## src/rtl/asr_cfg.svh

```systemverilog
// Constants of the addressable serial responder
// Operation
// - Receive bit clock starts on a start bit, running at clock divided by 64.
// - Every received bit is sampled at the middle of its bit period.
// - Eight data bits follow start; seven compare with the station address pins.
// - Station address is latched 31 clocks after the address start bit ends.
// - Eighth data bit is the word type: 1 address, 0 command.
// - A parity bit checked for even parity follows, then one stop bit.
// - A good address word matching the station address pulses the match output.
// - Command word follows the address word with identical framing and type 0.
// - The command strobe marks valid command outputs at the end of a command.
// - The command strobe pulse lasts exactly one clock cycle.
// - A rising edge on send starts the transmit sequence.
// - Two eleven-bit words go out, carrying first byte then second byte.
// - First byte is captured one clock before the first start bit begins.
// - Second byte is captured at the end of the first start bit.
// - The transmit output is inverted against the receive line polarity.
// - Transmission begins between one half and one and a half bits after send.
// - Reset held low at least 700 ns leaves the device ready.
// - Command outputs carry the seven command bits of the second word.
`ifndef ASR_CFG_SVH
`define ASR_CFG_SVH

`define ASR_CLK_PERIOD_NS 25
`define ASR_RST_MIN_NS 700
`define ASR_RST_MIN_CYC ((`ASR_RST_MIN_NS + `ASR_CLK_PERIOD_NS - 1) / `ASR_CLK_PERIOD_NS)

`define ASR_DIV_ZERO 6'h00
`define ASR_DIV_LAST 6'h3f
`define ASR_HALF 6'h20
`define ASR_ADDR_LATCH 6'h1f

`define ASR_RX_START 4'h0
`define ASR_RX_FIRST 4'h1
`define ASR_RX_STOP 4'ha

`define ASR_TX_START 5'h00
`define ASR_TX_W1_STOP 5'h0a
`define ASR_TX_LAST 5'h15

`endif

```

## src/rtl/asr_pkg.sv

```systemverilog
// Types of the addressable serial responder
package asr_pkg;

    typedef struct packed {
        logic [6:0] addr;
        logic [7:0] byte1;
        logic [7:0] byte2;
        logic rx;
        logic send;
    } asr_pins_type;

    typedef struct packed {
        logic [6:0] cmd;
    } asr_cmd_type;

    typedef enum logic {RX_IDLE, RX_BUSY} asr_rx_state_type;

    typedef enum logic [1:0] {TX_IDLE, TX_WAIT, TX_SHIFT} asr_tx_state_type;

endpackage

```

## src/rtl/asr_buf.sv

```systemverilog
// Small valid/ready buffer held in flip-flops
`timescale 1ns/1ps
module asr_buf #(
    parameter int W = 7,
    parameter int DEPTH = 2
) (
    // Clock, reset and enable
    input wire logic i_clk,
    input wire logic i_rst_n,
    input wire logic i_en,
    // Fill side
    input wire logic i_valid,
    output logic o_ready,
    input wire logic [W-1:0] i_data,
    // Drain side
    output logic o_valid,
    input wire logic i_ready,
    output logic [W-1:0] o_data
);
    localparam int PW = (DEPTH > 1) ? $clog2(DEPTH) : 1;
    localparam int CW = $clog2(DEPTH + 1);

    logic [W-1:0] mem_q [DEPTH];
    logic [PW-1:0] wr_q;
    logic [PW-1:0] rd_q;
    logic [CW-1:0] cnt_q;
    wire push = i_valid && o_ready;
    wire pop = o_valid && i_ready;
    wire [PW-1:0] wr_nxt = (wr_q == PW'(DEPTH - 1)) ? '0 : wr_q + 1'b1;
    wire [PW-1:0] rd_nxt = (rd_q == PW'(DEPTH - 1)) ? '0 : rd_q + 1'b1;

    // Full is honest: a stalled drain side really fills it
    assign o_ready = (cnt_q != CW'(DEPTH));
    assign o_valid = (cnt_q != '0);
    assign o_data = mem_q[rd_q];

    always_ff @(posedge i_clk or negedge i_rst_n) begin
        if (!i_rst_n) begin
            wr_q <= '0;
            rd_q <= '0;
            cnt_q <= '0;
        end else if (i_en) begin
            if (push) wr_q <= wr_nxt;
            if (pop) rd_q <= rd_nxt;
            cnt_q <= cnt_q + CW'(push) - CW'(pop);
        end
    end

    always_ff @(posedge i_clk) begin
        if (i_en && push) mem_q[wr_q] <= i_data;
    end

endmodule // asr_buf

```

## src/rtl/asr_top.sv

```systemverilog
// Addressable serial responder: receiver, command buffer and transmitter
`timescale 1ns/1ps
`include "asr_cfg.svh"
module asr_top
    import asr_pkg::*;
#(
    parameter int BUF_DEPTH = 2
) (
    // Clock, reset, enable
    input wire logic i_ref_clk,
    input wire logic i_rst_n,
    input wire logic i_clk_en,
    // Serial line
    input wire logic i_serial_rx_in,
    output logic o_serial_tx_out_n,
    // Station address and transmit data pins
    input wire logic [6:0] i_station_addr_in,
    input wire logic [7:0] i_first_tx_byte_in,
    input wire logic [7:0] i_second_tx_byte_in,
    input wire logic i_send,
    // Receive results
    output logic o_address_match_pulse,
    output logic [6:0] o_command_bits_out,
    output logic o_command_strobe,
    input wire logic i_cmd_ready,
    output logic o_cmd_overrun
);

    // --------------------
    // Reset release
    // --------------------
    logic [1:0] rst_sync_q;
    wire rst_n = rst_sync_q[1];

    always_ff @(posedge i_ref_clk or negedge i_rst_n) begin
        if (!i_rst_n) begin
            rst_sync_q <= 2'h0;
        end else begin
            rst_sync_q <= {rst_sync_q[0], 1'b1};
        end
    end

    // --------------------
    // Pin synchronisers
    // --------------------
    asr_pins_type pins_raw;
    asr_pins_type pins_s1_q;
    asr_pins_type pins_q;

    assign pins_raw = {i_station_addr_in, i_first_tx_byte_in,
                       i_second_tx_byte_in, i_serial_rx_in, i_send};

    // Reset to all ones: idle line, and no send edge right after reset
    always_ff @(posedge i_ref_clk or negedge rst_n) begin
        if (!rst_n) begin
            pins_s1_q <= '1;
            pins_q <= '1;
        end else if (i_clk_en) begin
            pins_s1_q <= pins_raw;
            pins_q <= pins_s1_q;
        end
    end

    logic rx_prev_q;
    logic send_prev_q;

    always_ff @(posedge i_ref_clk or negedge rst_n) begin
        if (!rst_n) begin
            rx_prev_q <= 1'b1;
            send_prev_q <= 1'b1;
        end else if (i_clk_en) begin
            rx_prev_q <= pins_q.rx;
            send_prev_q <= pins_q.send;
        end
    end

    // --------------------
    // Receiver
    // --------------------
    asr_rx_state_type rx_state_q;
    logic [5:0] rx_div_q;
    logic [3:0] rx_bit_q;
    logic [8:0] rx_sh_q;
    logic [6:0] addr_q;
    logic expect_q;

    wire rx_busy = (rx_state_q == RX_BUSY);
    wire rx_start = !rx_busy && rx_prev_q && !pins_q.rx;
    wire rx_sample = rx_busy && (rx_div_q == `ASR_HALF);
    wire rx_false = rx_sample && (rx_bit_q == `ASR_RX_START) && pins_q.rx;
    wire rx_data = rx_sample && (rx_bit_q != `ASR_RX_START) && (rx_bit_q != `ASR_RX_STOP);
    wire rx_end = rx_sample && (rx_bit_q == `ASR_RX_STOP);
    wire addr_latch = rx_busy && (rx_bit_q == `ASR_RX_FIRST) && (rx_div_q == `ASR_ADDR_LATCH);

    // Word decode at the stop bit
    wire par_ok = ~^rx_sh_q;
    wire word_ok = rx_end && pins_q.rx && par_ok;
    wire is_addr = rx_sh_q[7];
    wire [6:0] rx_val = rx_sh_q[6:0];
    wire match_d = word_ok && is_addr && (rx_val == addr_q);
    wire cmd_push = word_ok && !is_addr && expect_q;

    always_ff @(posedge i_ref_clk or negedge rst_n) begin
        if (!rst_n) begin
            rx_state_q <= RX_IDLE;
        end else if (i_clk_en) begin
            if (rx_start) rx_state_q <= RX_BUSY;
            else if (rx_false || rx_end) rx_state_q <= RX_IDLE;
        end
    end

    // Bit clock restarts on every start bit, so words may follow closely
    always_ff @(posedge i_ref_clk or negedge rst_n) begin
        if (!rst_n) begin
            rx_div_q <= `ASR_DIV_ZERO;
            rx_bit_q <= `ASR_RX_START;
        end else if (i_clk_en) begin
            if (rx_start) begin
                rx_div_q <= `ASR_DIV_ZERO;
                rx_bit_q <= `ASR_RX_START;
            end else if (rx_busy) begin
                rx_div_q <= rx_div_q + 6'h01;
                if (rx_div_q == `ASR_DIV_LAST) rx_bit_q <= rx_bit_q + 4'h1;
            end
        end
    end

    // Data bits arrive low bit first, parity last
    always_ff @(posedge i_ref_clk or negedge rst_n) begin
        if (!rst_n) begin
            rx_sh_q <= '0;
        end else if (i_clk_en && rx_data) begin
            rx_sh_q <= {pins_q.rx, rx_sh_q[8:1]};
        end
    end

    always_ff @(posedge i_ref_clk or negedge rst_n) begin
        if (!rst_n) begin
            addr_q <= '0;
        end else if (i_clk_en && addr_latch) begin
            addr_q <= pins_q.addr;
        end
    end

    // Only the word right after a matching address may be a command
    always_ff @(posedge i_ref_clk or negedge rst_n) begin
        if (!rst_n) begin
            expect_q <= 1'b0;
        end else if (i_clk_en && rx_end) begin
            expect_q <= match_d;
        end
    end

    logic match_q;
    assign o_address_match_pulse = match_q;

    always_ff @(posedge i_ref_clk or negedge rst_n) begin
        if (!rst_n) begin
            match_q <= 1'b0;
        end else if (i_clk_en) begin
            match_q <= match_d;
        end
    end

    // --------------------
    // Command buffer
    // --------------------
    asr_cmd_type cmd_in;
    asr_cmd_type cmd_out;
    logic buf_in_ready;
    logic buf_out_valid;
    logic strobe_gap_q;
    logic overrun_q;

    assign cmd_in.cmd = rx_val;
    wire cmd_accept = cmd_push && buf_in_ready;

    // Gap cycle keeps each strobe a single cycle even when words queue
    assign o_command_strobe = buf_out_valid && i_cmd_ready && !strobe_gap_q && i_clk_en;
    assign o_command_bits_out = cmd_out.cmd;
    assign o_cmd_overrun = overrun_q;

    asr_buf #(
        .W($bits(asr_cmd_type)),
        .DEPTH(BUF_DEPTH)
    ) u_cmd_buf (
        .i_clk(i_ref_clk),
        .i_rst_n(rst_n),
        .i_en(i_clk_en),
        .i_valid(cmd_accept),
        .o_ready(buf_in_ready),
        .i_data(cmd_in),
        .o_valid(buf_out_valid),
        .i_ready(o_command_strobe),
        .o_data(cmd_out)
    );

    // Serial line cannot be stalled; a full buffer drops the word and flags it
    always_ff @(posedge i_ref_clk or negedge rst_n) begin
        if (!rst_n) begin
            strobe_gap_q <= 1'b0;
            overrun_q <= 1'b0;
        end else if (i_clk_en) begin
            strobe_gap_q <= o_command_strobe;
            overrun_q <= cmd_push && !buf_in_ready;
        end
    end

    // --------------------
    // Transmitter
    // --------------------
    asr_tx_state_type tx_state_q;
    logic [5:0] tx_div_q;
    logic [4:0] tx_bit_q;
    logic [10:0] tx_sh_q;
    logic [7:0] byte2_q;
    logic skip_q;
    logic tx_out_q;

    // Frame low bit first: start 0, data, even parity, stop 1
    function automatic logic [10:0] mk_frame(input logic [7:0] b);
        mk_frame = {1'b1, ^b, b, 1'b0};
    endfunction

    wire tx_wrap = (tx_div_q == `ASR_DIV_LAST);
    wire send_rise = (tx_state_q == TX_IDLE) && pins_q.send && !send_prev_q;
    wire skip_d = (tx_div_q > `ASR_HALF) && !tx_wrap;
    wire tx_load = (tx_state_q == TX_WAIT) && tx_wrap && !skip_q;
    wire tx_step = (tx_state_q == TX_SHIFT) && tx_wrap;
    wire tx_done = tx_step && (tx_bit_q == `ASR_TX_LAST);
    wire tx_word2 = tx_step && (tx_bit_q == `ASR_TX_W1_STOP);
    wire tx_grab2 = tx_step && (tx_bit_q == `ASR_TX_START);

    // Free running bit clock; its phase at send decides the start delay
    always_ff @(posedge i_ref_clk or negedge rst_n) begin
        if (!rst_n) begin
            tx_div_q <= `ASR_DIV_ZERO;
        end else if (i_clk_en) begin
            tx_div_q <= tx_div_q + 6'h01;
        end
    end

    always_ff @(posedge i_ref_clk or negedge rst_n) begin
        if (!rst_n) begin
            tx_state_q <= TX_IDLE;
            skip_q <= 1'b0;
        end else if (i_clk_en) begin
            unique case (tx_state_q)
                TX_IDLE: begin
                    if (send_rise) begin
                        tx_state_q <= TX_WAIT;
                        skip_q <= skip_d;
                    end
                end
                TX_WAIT: begin
                    if (tx_wrap) skip_q <= 1'b0;
                    if (tx_load) tx_state_q <= TX_SHIFT;
                end
                TX_SHIFT: begin
                    if (tx_done) tx_state_q <= TX_IDLE;
                end
            endcase
        end
    end

    always_ff @(posedge i_ref_clk or negedge rst_n) begin
        if (!rst_n) begin
            tx_bit_q <= `ASR_TX_START;
        end else if (i_clk_en) begin
            if (tx_load) tx_bit_q <= `ASR_TX_START;
            else if (tx_step) tx_bit_q <= tx_bit_q + 5'h01;
        end
    end

    // Line level is inverted: idle drives low, start bit drives high
    always_ff @(posedge i_ref_clk or negedge rst_n) begin
        if (!rst_n) begin
            tx_sh_q <= '0;
            tx_out_q <= 1'b0;
        end else if (i_clk_en) begin
            if (tx_load) begin
                tx_sh_q <= mk_frame(pins_q.byte1);
                tx_out_q <= 1'b1;
            end else if (tx_done) begin
                tx_out_q <= 1'b0;
            end else if (tx_word2) begin
                tx_sh_q <= mk_frame(byte2_q);
                tx_out_q <= 1'b1;
            end else if (tx_step) begin
                tx_sh_q <= {1'b0, tx_sh_q[10:1]};
                tx_out_q <= ~tx_sh_q[1];
            end
        end
    end

    always_ff @(posedge i_ref_clk or negedge rst_n) begin
        if (!rst_n) begin
            byte2_q <= '0;
        end else if (i_clk_en && tx_grab2) begin
            byte2_q <= pins_q.byte2;
        end
    end

    assign o_serial_tx_out_n = tx_out_q;
endmodule // asr_top

```

## config.mk

```make
export PLATFORM = sky130hd
export DESIGN_NAME = asr_top
export DESIGN_NICKNAME = d
export VERILOG_FILES = /design/src/rtl/asr_pkg.sv /design/src/rtl/asr_buf.sv /design/src/rtl/asr_top.sv
export VERILOG_INCLUDE_DIRS = /design/src /design/src/rtl
export SDC_FILE = /design/constraint.sdc
export NUM_CORES = 1
export LEC_CHECK = 0
export BUFFER_PORTS_ARGS = -buffer_cell sky130_fd_sc_hd__clkbuf_2
export CAP_MARGIN = 20
export CELL_PAD_IN_SITES_DETAIL_PLACEMENT = 1
export CELL_PAD_IN_SITES_GLOBAL_PLACEMENT = 2
export CORE_MARGIN = 1
export CORE_UTILIZATION = 35
export DETAILED_ROUTE_END_ITERATION = 10
export MAX_ROUTING_LAYER = met4
export PLACE_DENSITY_LB_ADDON = 0.1
export SLEW_MARGIN = 10
export SYNTH_ARGS = -nofsm -noshare
export SYNTH_HDL_FRONTEND = slang
export SYNTH_SLANG_ARGS = --single-unit
```

## constraint.sdc

```tcl
create_clock -name i_ref_clk -period 3.5 [get_ports i_ref_clk]
set_input_delay 0.175 -clock i_ref_clk [delete_from_list [all_inputs] [get_ports i_ref_clk]]
set_output_delay 0.175 -clock i_ref_clk [all_outputs]
set_load 0.02 [all_outputs]
```

==> results.sh <==
export IMPL_cts_buffer_depth=2
export IMPL_avgSynthCellArea_um2=12.77
export IMPL_clock_power_share=0.433
export IMPL_worstMarginPinSlew_ps=876.7
export IMPL_r2r_worst_path_cells=5
export IMPL_comb_power_share=0.112
export IMPL_synthTopCellsByArea="dfrtp_1, dfstp_2, mux2_2"
export IMPL_synth_nets=531
export IMPL_ant_nets=0
export IMPL_switching_share=0.2540
export IMPL_period_share=0.7493
export IMPL_worst_endpoint_required_ps=3550
export IMPL_hold_end="pins_s1_q[1]"
export IMPL_drive_gt1_frac=0.3797
export IMPL_clock_latency_ps=420
export IMPL_drtPass1Iterations=4
export IMPL_grt_antenna_before_repair=0
export IMPL_power_leakage_nw=3.226
export IMPL_grt_max_degree=67
export IMPL_coreArea_um2=17300
export IMPL_finalNonFillerCells=786
export IMPL_die_y_um=135.0
export IMPL_num_rows=48
export IMPL_maxCapViolCount=0
export IMPL_finalSetupViolations=0
export IMPL_initial_core_util=0.3581
export IMPL_first_global_vias=4254
export IMPL_yosysMostFrequentCell="mux2_2"
export IMPL_finalWorstSetupSlack_ps=877.6
export IMPL_drt_iter0_drc=95
export IMPL_htree_num_levels=4
export IMPL_layout_min_cycle_time_ps=2622
export IMPL_synth_edf_count=14
export IMPL_p_total_mw=4.453
export IMPL_fin_area_um2=7498
export IMPL_fmax_mhz=381.3
export IMPL_overflow=0
export IMPL_synth_cells=485
export IMPL_synth_ff_type="dfrtp_1"
export IMPL_wl_per_cell_um=15.86
export IMPL_power_density_nw_per_um2=593.9
export IMPL_end_kind="flip-flop"
export IMPL_cts_buffers=17
export IMPL_placed_area_um2=6626
export IMPL_start_kind="flip-flop"
export IMPL_worstSetupPathType="reg2reg"
export IMPL_r2r_end="u_cmd_buf.mem_q[0][0]"
export IMPL_cts_root_buf="clkbuf_16"
export IMPL_grtUsageTotal=0.1546
export IMPL_pin_count=40
export IMPL_slew_violations=0
export IMPL_gp_congestion=0.7477
export IMPL_hold_start="i_serial_rx_in"
export IMPL_whs_ps=16.58
export IMPL_final_setup_tns_ps=0
export IMPL_fp_dieW_um=135.0
export IMPL_peakVddDrop_mv=0.3720
export IMPL_fin_util=0.4335
export IMPL_ff2ff_setup_slack_ps=880
export IMPL_synth_cell_types=52
export IMPL_viasPerCell=4.952
export IMPL_dieArea_um2=18240
export IMPL_power_internal_mw=3.322
export IMPL_routed_wl_um=12470
export IMPL_seq_power_share=0.455
export IMPL_cts_tree="yes"
export IMPL_clk_pin_slew_ps=60
export IMPL_ys_warn_count=0
export IMPL_yosysTopAreaCell="dfrtp_1"
export IMPL_grt_setup_unrepaired="no"
export IMPL_drc=0
export IMPL_status="finished, final reports clean"
export IMPL_maxSlewHeadroom=0.4116
export IMPL_hpwl_um=8396
export IMPL_hold_viol=0
export IMPL_diodes=0
export IMPL_reg2reg_from="rx_sh_q[3]"
export IMPL_cp_max_fo=7
export IMPL_portBuffers=39
export IMPL_ys_seq_elements=136
export IMPL_arrival_ps=2670
export IMPL_dp_slack_ps=845.0
export IMPL_clock_skew_ps=9.400
export IMPL_cts_setup_buffers=0
export IMPL_synth_common_cells="mux2_2, dfrtp_1, dfstp_2"
export IMPL_clock_sinks=136
export IMPL_net_switching_power_mw=1.131
export IMPL_vias=3892
export IMPL_synth_top_area_frac=0.2828
export IMPL_area_delta_synth_final_pct=21.05
export IMPL_synth_async_sr_flop_share=0.8971
export IMPL_hp_class="in2reg"
export IMPL_dp_cells=731
export IMPL_nNetsFinal=594
export IMPL_whs_path_depth=2
export IMPL_synth_seq_area_share=0.5712
export IMPL_syn_cell_area_um2=6195
export IMPL_grt_first_pass_wirelength_um=21180
==> layout make-up <==
type / count / area [um^2]
fill: 1833 / 9798
sequential: 136 / 3542
multi-input combinational: 313 / 2520
clock buffer: 21 / 483.0
timing repair buffer: 64 / 452.9
tap: 225 / 281.5
clock inverter: 11 / 158.9
inverter: 16 / 60.06
==> power groups by stage <==
| stage | sequential, mW | clock (mW) | combinational [mW] |
|---|---|---|---|
| final | 2.02 | 1.93 | 0.500 |
| after global routing | 2.07 | 2.03 | 0.571 |
| after CTS | 2.03 | 1.99 | 0.513 |
| after detailed placement | 2.06 | 0 | 0.489 |
| after global placement | 2.05 | 0 | 0.470 |
| after floorplan | 1.99 | 0 | 0.391 |
==> critical path, stage by stage (launching register included) <==
cell and delay (ps):
dfrtp_1 460, xnor2_1 180, xnor3_1 410, xnor2_1 220, nor4b_2 400, nor2b_1 580
==> cell families after synthesis <==
kind of cell	Yosys count	share of synthesized area
flops	136	0.5712
simple gates	105	0.08786
mux	84	0.1527
compound gates	63	0.06827
xor+xnor	43	0.06302
buf+inv	36	0.02202
fa+ha+maj	17	0.03434
other cells	1	0.0006054
==> metal layers <==
layer  routed length, um  up-vias  GRT usage
li1                    -     1842          -
met1                6204     1993     0.2016
met2                5758       42     0.2345
met3                 285       15    0.03378
met4                 216        0    0.05993
met5                   0        -          -
==> registers in the layout, summed over array words and instances (netlist names), 2 cells and up <==
name             count
pins_q              25
pins_s1_q           25
u_cmd_buf.mem_q     14
tx_sh_q             10
rx_sh_q              9
byte2_q              8
addr_q               7
rx_div_q             6
tx_div_q             6
tx_bit_q             5
rx_bit_q             4
rst_sync_q           2
tx_state_q           2
u_cmd_buf.cnt_q      2
==> cells in the final DEF (no fill, tap or decap), types with 3 or more instances in the layout <==
cell type and count:
nor2b_1 6, clkinvlp_4 3, xor2_1 12, dlygate4sd3_1 23, nand2b_1 3, nand2_1 39
nor2_1 16, and2_1 4, dfrtp_1 69, a21oi_1 5, ha_1 17, inv_1 16
mux2_2 84, clkbuf_16 19, o22a_1 8, o31ai_1 5, o22ai_1 8, o21ai_0 20
nor4b_1 3, dfstp_2 52, nand3_1 5, clkbuf_2 38, edfxtp_1 14, xnor2_1 30
nand4_1 10, and4_1 3, bufinv_16 3, nor3_1 4
==> repair_timing <==
item                      CTS  global route
gates resized for setup     0             0
hold buffers               23             0
hold endpoints to repair   24             0
==> how the worst max path moves through the flow <==
stage,from,endpoint,slack (ps),cells after the start
final,rx_sh_q[3],u_cmd_buf.mem_q[0][0],880,5
after global placement,rx_sh_q[3],u_cmd_buf.mem_q[0][1],940,5
after floorplan,rx_sh_q[3],u_cmd_buf.mem_q[0][0],1200,5
after CTS,rx_sh_q[3],u_cmd_buf.mem_q[0][5],830,5
after global routing,rx_sh_q[3],u_cmd_buf.mem_q[0][5],730,5
after detailed placement,rx_sh_q[3],u_cmd_buf.mem_q[0][1],840,5
Power figures use the tool's default switching activity.
